$ cat config.mk
export PLATFORM = sky130hd
export DESIGN_NAME = i2cp_slave_port
export DESIGN_NICKNAME = d
export VERILOG_FILES = /design/src/logic/i2cp_pkg.sv /design/src/logic/i2cp_sync.sv /design/src/logic/i2cp_slave_port.sv
export SDC_FILE = /design/constraint.sdc
export NUM_CORES = 2
export LEC_CHECK = 0
export ABC_AREA = 0
export BUFFER_PORTS_ARGS = -buffer_cell sky130_fd_sc_hd__buf_2
export CORE_UTILIZATION = 25
export CTS_CLUSTER_DIAMETER = 80
export DETAILED_ROUTE_END_ITERATION = 7
export GPL_TIMING_DRIVEN = 0
export MAX_ROUTING_LAYER = met4
export PLACE_DENSITY = 0.46
export REMOVE_ABC_BUFFERS = 1
export SKIP_LAST_GASP = 1
export SLEW_MARGIN = 0
export SYNTH_ARGS = -nofsm -noshare
export SYNTH_HDL_FRONTEND = slang
export SYNTH_SLANG_ARGS = --single-unit
$ cat constraint.sdc
create_clock -name clock -period 4.28 [get_ports clock]
set_input_delay 0.642 -clock clock [delete_from_list [all_inputs] [get_ports clock]]
set_output_delay 0.642 -clock clock [all_outputs]
set_load 0.1 [all_outputs]
$ cat src/logic/i2cp_pkg.sv
// Purpose: shared constants and types of the paged register control port
// Assumes: 8-bit registers, two pages of 128, 7-bit bus addressing
// Notes:   all offsets and field positions used by the port live here
package i2cp_pkg;

    // fixed upper bits of the own bus address, low two bits come from pins
    localparam logic [4:0] ADDR_FIXED   = 5'h06;
    localparam logic [7:0] GEN_CALL     = 8'h00;

    // register offsets within a page
    localparam logic [6:0] REG_PAGE     = 7'h00;
    localparam logic [6:0] REG_SRST     = 7'h01;
    localparam logic [6:0] REG_RATE     = 7'h02;
    localparam logic [6:0] REG_DEBUG    = 7'h6b;

    // field positions
    localparam int         PAGE_BIT     = 0;
    localparam int         SRST_BIT     = 7;
    localparam int         RATE_MSB     = 7;
    localparam int         RATE_LSB     = 4;
    localparam int         DBG_STAT_BIT = 0;
    localparam int         DBG_DIS_BIT  = 2;

    // reset values and counts
    localparam logic [7:0] REG_RESET    = 8'h00;
    localparam logic       PAGE0        = 1'b0;
    localparam logic [2:0] LAST_BIT     = 3'h7;
    localparam logic [2:0] FIRST_BIT    = 3'h0;
    // every proper start or stop in a byte state follows one counted rise of scl
    localparam logic [2:0] COND_BIT     = 3'h1;
    localparam logic [6:0] PTR_STEP     = 7'h01;
    localparam int         NUM_ENTRIES  = 256;

    typedef enum logic [2:0] {
        ST_IDLE,
        ST_ADDR,
        ST_ADDR_ACK,
        ST_WR_BYTE,
        ST_WR_ACK,
        ST_RD_BYTE,
        ST_RD_ACK,
        ST_WAIT
    } i2cp_state_t;

endpackage

$ cat src/logic/i2cp_sync.sv
// Purpose: two flip-flop synchroniser for pins arriving from outside
// Assumes: inputs are asynchronous to clock
// Notes:   first stage feeds only the second stage
`timescale 1ns/1ps
module i2cp_sync #(
    parameter int         WIDTH   = 1,
    parameter logic [3:0] RST_VAL = 4'hf
) (
    input  wire logic             clock,
    input  wire logic             rst_b,
    input  wire logic             ce,
    input  wire logic [WIDTH-1:0] d_in,
    output logic      [WIDTH-1:0] d_out
);

    logic [WIDTH-1:0] meta_q;

    // idle bus lines are high, so reset to high avoids a false start
    always_ff @(posedge clock) begin
        if (!rst_b) begin
            meta_q <= RST_VAL[WIDTH-1:0];
            d_out  <= RST_VAL[WIDTH-1:0];
        end else if (ce) begin
            meta_q <= d_in;
            d_out  <= meta_q;
        end
    end

endmodule

$ cat src/logic/i2cp_slave_port.sv
// Purpose: two-wire slave control port with a paged 8-bit register file
// Assumes: bus lines are oversampled by the 200 MHz clock
// Notes:   sda is open drain; sda_oe high pulls the line low
//
// Contract
// RL1: slave only; never drives scl, transmits only when the master asks.
// RL2: transfers are eight bits, set while scl low, taken on scl high.
// RL3: data changes only with scl low; changes with scl high are conditions.
// RL4: start is sda falling with scl high; stop is sda rising.
// RL5: first byte is 7-bit address plus direction; respond on own address.
// RL6: after each byte addressed to us, pull sda low for ninth clock.
// RL7: master acknowledges each read byte by pulling sda low.
// RL8: sda left high in the acknowledge clock means not-acknowledge.
// RL9: stop idles the bus; start while active is a repeated start.
// RL10: acknowledge the general call address byte of zero.
// RL11: further written bytes go to consecutive registers.
// RL12: master ack during read sends the next consecutive register.
// RL13: bus error detector on after reset; status D0, disable D2, reg 107.
// RL14: two pages of 128 registers; register 0 is page control.
// RL15: addresses 1 to 127 reach the active page until page changes.
// RL16: active page is page 0 after any reset.
// RL17: host should read back page control after writing it.
// RL18: all registers are eight bits, D7 most significant.
// RL19: page control bit D0 selects the page; upper bits written zero.
// RL20: writing one to D7 of register 1 gives a self-clearing soft reset.
// RL21: host should restore driver routing and volume by direct writes.
// RL22: register 2 upper nibble is the ADC rate divisor code, reset zero.
// RL23: own address is fixed 00110 plus the two address select pins.
// RL24: interface select pin tied low for this bus, never changed.
// RL25: first written data byte loads the pointer; reads start there.
`timescale 1ns/1ps
module i2cp_slave_port
    import i2cp_pkg::*;
(
    input  wire logic       clock,
    input  wire logic       rst_b,
    input  wire logic       ce,
    input  wire logic       scl_i,
    input  wire logic       sda_i,
    output logic            sda_o,
    output logic            sda_oe,
    input  wire logic       addr_select_pin0,
    input  wire logic       addr_select_pin1,
    output logic            active_page,
    output logic [3:0]      adc_rate_code,
    output logic            soft_reset_pulse,
    output logic            bus_error_flag,
    output logic            detector_on
);

    logic [3:0]  pins_s;
    logic        scl_s;
    logic        sda_s;
    logic        scl_q;
    logic        sda_q;
    logic [6:0]  dev_addr;

    i2cp_sync #(
        .WIDTH   (4),
        .RST_VAL (4'hf)
    ) u_sync (
        .clock (clock),
        .rst_b (rst_b),
        .ce    (ce),
        .d_in  ({addr_select_pin1, addr_select_pin0, sda_i, scl_i}),
        .d_out (pins_s)
    );

    assign scl_s    = pins_s[0];
    assign sda_s    = pins_s[1];
    assign dev_addr = {ADDR_FIXED, pins_s[3], pins_s[2]}; // [RL23]

    // third stage, only used to find edges of the synchronised lines
    always_ff @(posedge clock) begin
        if (!rst_b) begin
            scl_q <= 1'b1;
            sda_q <= 1'b1;
        end else if (ce) begin
            scl_q <= scl_s;
            sda_q <= sda_s;
        end
    end

    i2cp_state_t state_q;
    logic [2:0]  cnt_q;
    logic        full_q;
    logic [7:0]  shift_q;
    logic [7:0]  tx_q;
    logic        sda_oe_q;
    logic        dir_rd_q;
    logic [6:0]  ptr_q;
    logic        ptr_loaded_q;
    logic        mack_q;
    logic        page_q;
    logic        srst_q;
    logic        dbg_dis_q;
    logic        err_q;
    logic [7:0]  mem_q [NUM_ENTRIES];

    logic        scl_rise;
    logic        scl_fall;
    logic        start_det;
    logic        stop_det;
    logic        rx_state;
    logic        byte_state;
    logic        addr_hit;
    logic        gcall;
    logic        page0;

    assign scl_rise   = scl_s & ~scl_q;
    assign scl_fall   = ~scl_s & scl_q;
    assign start_det  = scl_s & scl_q & sda_q & ~sda_s; // [RL4]
    assign stop_det   = scl_s & scl_q & ~sda_q & sda_s; // [RL4]
    assign rx_state   = (state_q == ST_ADDR) || (state_q == ST_WR_BYTE);
    assign byte_state = rx_state || (state_q == ST_RD_BYTE);
    assign addr_hit   = (shift_q[7:1] == dev_addr); // [RL5]
    assign gcall      = (shift_q == GEN_CALL); // [RL10]
    assign page0      = (page_q == PAGE0);

    // write decode: a data byte completes on the fall that opens its ack
    logic        wr_fire;
    logic        wr_reg0;
    logic        wr_srst;
    logic        wr_dbg;
    logic        wr_mem;
    logic [7:0]  wr_idx;

    assign wr_fire = (state_q == ST_WR_BYTE) & scl_fall & full_q
                   & ptr_loaded_q & ~start_det & ~stop_det;
    assign wr_reg0 = wr_fire & (ptr_q == REG_PAGE); // [RL14]
    assign wr_srst = wr_fire & page0 & (ptr_q == REG_SRST)
                   & shift_q[SRST_BIT]; // [RL20]
    assign wr_dbg  = wr_fire & page0 & (ptr_q == REG_DEBUG);
    assign wr_mem  = wr_fire & (ptr_q != REG_PAGE)
                   & ~(page0 & (ptr_q == REG_SRST));
    assign wr_idx  = {page_q, ptr_q}; // [RL15]

    // read decode: first byte from the pointer, later ones from pointer+1
    logic [6:0]  rd_ptr;
    logic [7:0]  rd_mem;
    logic [7:0]  rd_dbg_val;
    logic [7:0]  rd_data;
    logic        rd_load;
    logic        rd_dbg;

    assign rd_ptr     = (state_q == ST_RD_ACK) ? 7'(ptr_q + PTR_STEP)
                                               : ptr_q; // [RL25]
    assign rd_mem     = mem_q[{page_q, rd_ptr}];
    assign rd_dbg_val = {rd_mem[7:DBG_DIS_BIT+1], dbg_dis_q,
                         rd_mem[DBG_DIS_BIT-1:DBG_STAT_BIT+1], err_q};
    assign rd_data    = (rd_ptr == REG_PAGE) ? {7'h00, page_q} :
                        (page0 && rd_ptr == REG_SRST) ? REG_RESET :
                        (page0 && rd_ptr == REG_DEBUG) ? rd_dbg_val :
                        rd_mem; // [RL18]
    assign rd_load    = scl_fall & ~start_det & ~stop_det
                      & (((state_q == ST_ADDR_ACK) & dir_rd_q)
                      | ((state_q == ST_RD_ACK) & mack_q));
    assign rd_dbg     = rd_load & page0 & (rd_ptr == REG_DEBUG);

    // bus error: mid-byte condition; one rise precedes every proper one
    logic        err_set;
    assign err_set = ~dbg_dis_q & (start_det | stop_det) & byte_state
                   & (cnt_q > COND_BIT); // [RL13]

    always_ff @(posedge clock) begin
        if (!rst_b) begin
            state_q      <= ST_IDLE;
            cnt_q        <= FIRST_BIT;
            full_q       <= 1'b0;
            shift_q      <= REG_RESET;
            tx_q         <= REG_RESET;
            sda_oe_q     <= 1'b0;
            dir_rd_q     <= 1'b0;
            ptr_q        <= REG_PAGE;
            ptr_loaded_q <= 1'b0;
            mack_q       <= 1'b0;
        end else if (ce) begin
            if (start_det) begin
                // a start also aborts whatever byte was in flight
                state_q      <= ST_ADDR; // [RL9]
                cnt_q        <= FIRST_BIT;
                full_q       <= 1'b0;
                sda_oe_q     <= 1'b0;
                ptr_loaded_q <= 1'b0;
            end else if (stop_det) begin
                state_q  <= ST_IDLE; // [RL9]
                cnt_q    <= FIRST_BIT;
                full_q   <= 1'b0;
                sda_oe_q <= 1'b0;
            end else begin
                if (scl_rise && rx_state) begin
                    shift_q <= {shift_q[6:0], sda_s}; // [RL2]
                end
                if (scl_rise && byte_state) begin
                    cnt_q <= 3'(cnt_q + 3'h1);
                    if (cnt_q == LAST_BIT) begin
                        full_q <= 1'b1;
                    end
                end
                if (scl_rise && state_q == ST_RD_ACK) begin
                    mack_q <= ~sda_s; // [RL7] [RL8]
                end
                // every change of our drive happens just after scl falls
                if (scl_fall) begin // [RL3]
                    unique case (state_q)
                        ST_IDLE, ST_WAIT: begin
                        end
                        ST_ADDR: begin
                            if (full_q) begin
                                full_q <= 1'b0;
                                if (addr_hit || gcall) begin
                                    sda_oe_q <= 1'b1; // [RL6]
                                    dir_rd_q <= shift_q[0] & ~gcall;
                                    state_q  <= ST_ADDR_ACK;
                                end else begin
                                    state_q <= ST_WAIT; // [RL8]
                                end
                            end
                        end
                        ST_ADDR_ACK: begin
                            if (dir_rd_q) begin
                                tx_q     <= rd_data;
                                sda_oe_q <= ~rd_data[7]; // [RL1]
                                state_q  <= ST_RD_BYTE;
                            end else begin
                                sda_oe_q <= 1'b0;
                                state_q  <= ST_WR_BYTE;
                            end
                        end
                        ST_WR_BYTE: begin
                            if (full_q) begin
                                full_q   <= 1'b0;
                                sda_oe_q <= 1'b1; // [RL6]
                                state_q  <= ST_WR_ACK;
                                if (!ptr_loaded_q) begin
                                    ptr_q        <= shift_q[6:0]; // [RL25]
                                    ptr_loaded_q <= 1'b1;
                                end else begin
                                    ptr_q <= 7'(ptr_q + PTR_STEP); // [RL11]
                                end
                            end
                        end
                        ST_WR_ACK: begin
                            sda_oe_q <= 1'b0;
                            state_q  <= ST_WR_BYTE;
                        end
                        ST_RD_BYTE: begin
                            if (full_q) begin
                                full_q   <= 1'b0;
                                sda_oe_q <= 1'b0;
                                state_q  <= ST_RD_ACK;
                            end else begin
                                tx_q     <= {tx_q[6:0], 1'b0};
                                sda_oe_q <= ~tx_q[6]; // [RL2]
                            end
                        end
                        ST_RD_ACK: begin
                            if (mack_q) begin
                                ptr_q    <= 7'(ptr_q + PTR_STEP); // [RL12]
                                tx_q     <= rd_data;
                                sda_oe_q <= ~rd_data[7];
                                state_q  <= ST_RD_BYTE;
                            end else begin
                                state_q <= ST_WAIT;
                            end
                        end
                    endcase
                end
            end
        end
    end

    // control registers kept outside the plain storage array
    always_ff @(posedge clock) begin
        if (!rst_b) begin
            page_q    <= PAGE0; // [RL16]
            srst_q    <= 1'b0;
            dbg_dis_q <= 1'b0; // [RL13]
            err_q     <= 1'b0;
        end else if (ce) begin
            srst_q <= wr_srst; // [RL20]
            if (srst_q) begin
                page_q    <= PAGE0; // [RL16]
                dbg_dis_q <= 1'b0;
                err_q     <= 1'b0;
            end else begin
                if (wr_reg0) begin
                    page_q <= shift_q[PAGE_BIT]; // [RL19]
                end
                if (wr_dbg) begin
                    dbg_dis_q <= shift_q[DBG_DIS_BIT]; // [RL13]
                end
                // a new error wins over the read that clears the flag
                if (err_set) begin
                    err_q <= 1'b1;
                end else if (rd_dbg) begin
                    err_q <= 1'b0;
                end
            end
        end
    end

    // storage for both pages; entries behind page control and soft reset stay unused
    for (genvar gi = 0; gi < NUM_ENTRIES; gi++) begin : g_reg
        always_ff @(posedge clock) begin
            if (!rst_b) begin
                mem_q[gi] <= REG_RESET;
            end else if (ce) begin
                if (srst_q) begin
                    mem_q[gi] <= REG_RESET;
                end else if (wr_mem && wr_idx == 8'(gi)) begin
                    mem_q[gi] <= shift_q; // [RL15] [RL18]
                end
            end
        end
    end

    assign sda_o            = 1'b0;
    assign sda_oe           = sda_oe_q;
    assign active_page      = page_q;
    assign adc_rate_code    =
        mem_q[{PAGE0, REG_RATE}][RATE_MSB:RATE_LSB]; // [RL22]
    assign soft_reset_pulse = srst_q;
    assign bus_error_flag   = err_q;
    assign detector_on      = ~dbg_dis_q;
endmodule

==> flow_summary.ini <==
[timing]
setup_slack_ps = -282.6
worst_slew_pin_slew_ps = 1332
rsz0062_at_grt = true
slew_headroom_pct = 8.874
hold_viol_final = 0
clock_skew_ps = 53.83
setup_viol = 181
period_needed_ps = 4563
holdWs_ps = 349.9
max_freq_mhz = 219.2
drv_slew = 0
fin_crit_sh_pct = 106.6

[run_status]
status = finished with violations
violations = negative setup slack

[detailed_routing]
detail_route.iter0.violations = 11873
vias_per_cell = 5.607
routed_wl_um = 469000
dr.pass1.iters = 7
via_count = 83214
drtAntennaViolNets = 0
routedWlPerCell_um = 31.60
drc_errors = 0

[logic_synthesis]
postSynthAreaPerCell_um2 = 11.46
yosysMostFrequentCell = edfxtp_1
syn_area_um2 = 106000
async_reset_ff_share_pct = 0
ys_types = 91
yosys-top-cells-count = edfxtp_1, and3_1, nand2_1
synth_top_area_share_pct = 58.00
synth-seq-cells = 2095
ys_seq_area_share_pct = 58.89
ys.flop_type = edfxtp_1
synth_top_cell_by_area = edfxtp_1
synth_edf_count = 2048
synthTopCellsByArea = edfxtp_1, and3_1, nand2_1
synthCells = 9255
yosysWarnings = 0

[run]
drv_cap = 0

[place]
place_hpwl_um = 290200
place_area_um2 = 116900
io_buffers = 15
place.gp.congestion = 0.8667

[global_routing]
antenna_found_initial = 44
grt_usage_pct = 21.62
grt_max_degree = 85
grt_pass1_wl_um = 639000
grt_pass1_vias = 77836
grt_overflow = 0

[worst_setup_path]
startpoint_type = flip-flop
cp_data_arrival_time_ps = 5380
cp-end-kind = flip-flop
required_ps = 5090
r2r_setup_slack_ps = -280
critPathKind = reg -> reg
worstPathMaxFanout = 14

[cts]
numClockSinks = 2095
cts_tree = yes
clockRootBuffer = clkbuf_16
cts_max_level = 4
clock_path_buffers = 4
worstSkewPairLatency_ps = 940
numCtsBuffers = 239
path_clk_slew_ps = 70

[layout]
syn_to_final_growth_pct = 21.22
seqCellArea_um2 = 62500
drive_above_1_share_pct = 15.46
num-nets-final = 8993
multi_input_area_um2 = 40590
fillers = 42090
utilization_pct = 30.52
design_area_um2 = 128500

[pwr]
powerDensity_nw_per_um2 = 350.7
ir_drop_v = 0.0003302
p_leak_nw = 49.05
p_total_w = 0.04507

[floorplan]
core_area_um2 = 421100
die_w_um = 653.2
die_h_um = 653.2
die_area_um2 = 426700
start_util_pct = 25.18
ios = 17
rows = 238

[min_path]
holdCritPathClass = in -> reg
## repair_timing
action                                  in CTS  in global routing
hold buffers                                 4                  0
gates resized for setup                    211                 51
setup buffers                              138                 73
pin swaps                                   59                 45
endpoints found under the hold margin        4                  0
endpoints found under the setup margin    1941                416
gates cloned                                31                  8
## final cells by class
class	instances	share of cell area, %
antenna	30	0.05841
clock buffer	300	4.871
clock inverter	132	0.7554
inverter	15	0.07691
multi-input combinational	6003	31.58
sequential	2095	48.63
tap	5640	5.490
timing repair buffer	624	8.537
timing repair inverter	1	0.006814
## placed cells by master (no fill, tap or decap), types with 22 or more instances in the layout
| master | synthesis | final |
|---|---|---|
| a211oi_1 | 152 | 134 |
| a21oi_1 | 153 | 139 |
| a221oi_1 | 29 | 23 |
| a22oi_1 | 27 | 24 |
| a31oi_1 | 78 | 66 |
| a32oi_1 | 51 | 47 |
| and3_1 | 2036 | 2036 |
| buf_12 | 2 | 199 |
| buf_16 | 0 | 140 |
| buf_4 | 44 | 176 |
| buf_6 | 10 | 33 |
| buf_8 | 1 | 26 |
| bufbuf_16 | 0 | 24 |
| clkbuf_1 | 849 | 57 |
| clkbuf_16 | 0 | 246 |
| clkinv_1 | 2 | 61 |
| clkinv_2 | 0 | 47 |
| conb_1 | 1 | 25 |
| dfxtp_1 | 47 | 28 |
| diode_2 | 0 | 30 |
| edfxtp_1 | 2048 | 2048 |
| mux2_2 | 37 | 37 |
| mux2i_1 | 380 | 373 |
| mux4_2 | 169 | 169 |
| nand2_1 | 1368 | 1347 |
| nand3_1 | 280 | 273 |
| nand4_1 | 62 | 62 |
| nor2_1 | 180 | 134 |
| nor2_4 | 1 | 44 |
| nor2b_1 | 89 | 89 |
| nor3_1 | 95 | 81 |
| nor4_1 | 34 | 22 |
| o211ai_1 | 31 | 31 |
| o21ai_0 | 105 | 99 |
| o221ai_1 | 116 | 112 |
| o22ai_1 | 175 | 168 |
| o311ai_0 | 27 | 23 |
## sequential cells by signal, summed over array words and instances (netlist names), 3 cells and up
| register | cells |
|---|---|
| cnt_q | 3 |
| tx_q | 7 |
| u_sync.meta_q | 4 |
| mem_q | 2048 |
| state_q | 3 |
| shift_q | 8 |
| u_sync.d_out | 4 |
| ptr_q | 7 |
## logic make-up (layout without fill, tap and decap cells)
kind of cell               count (synthesis)  after routing  share of synthesized area [%]
AOI/OAI and AO/OA                       1118           1118                          7.470
buffers and inverters                   1191           1072                          4.738
other                                      1             55                       0.003537
DFF                                     2095           2095                          58.89
adders and majority gates                  7              7                        0.08260
xor gates and xnor gates                  13             13                         0.1853
muxes                                    586            586                          7.570
and+or+nand+nor                         4244           4254                          21.06
## path summary, 6_finish.rpt
check                         from                to  depth (start not counted)
hold reg to reg   u_sync.meta_q[3]  u_sync.meta_q[3]                          2
hold / removal               rst_b   u_sync.d_out[1]                          2
setup / recovery          ptr_q[5]           tx_q[4]                          7
setup reg to reg          ptr_q[5]           tx_q[4]                          7
## power by group
group	switching (W)	internal (W)
clock	0.00890	0.0108
sequential	0.000367	0.0235
combinational	0.00106	0.000446
## critical path, cell delays in order (launching register included)
cell       delay [ps]
dfxtp_2           710
inv_1             620
xnor2_4           640
buf_8             230
nand2_1           550
a2111oi_0        1320
or3_1             230
o32ai_1            80
## layer usage
metal  up-vias  track usage, %  share of wire [%]
met5         -               -                  0
met4         0           9.730                5.0
met3       910           4.419                 10
met2      4843           32.35                 45
met1     42957           28.14                 40
li1      34504               -                  -
## per-stage QoR
step | TNS, ps | cells | worst slack [ps]
6_report | -13520 | 14840 | -282.6
5_1_grt | -28430 | 14829 | -293.4
4_1_cts | -1882 | 14732 | -67.38
3_5_place_dp | -874020 | 14129 | -4199
3_3_place_gp | - | 13758 | -118320
2_1_floorplan | - | 8103 | -30150
Power figures use the tool's default switching activity.
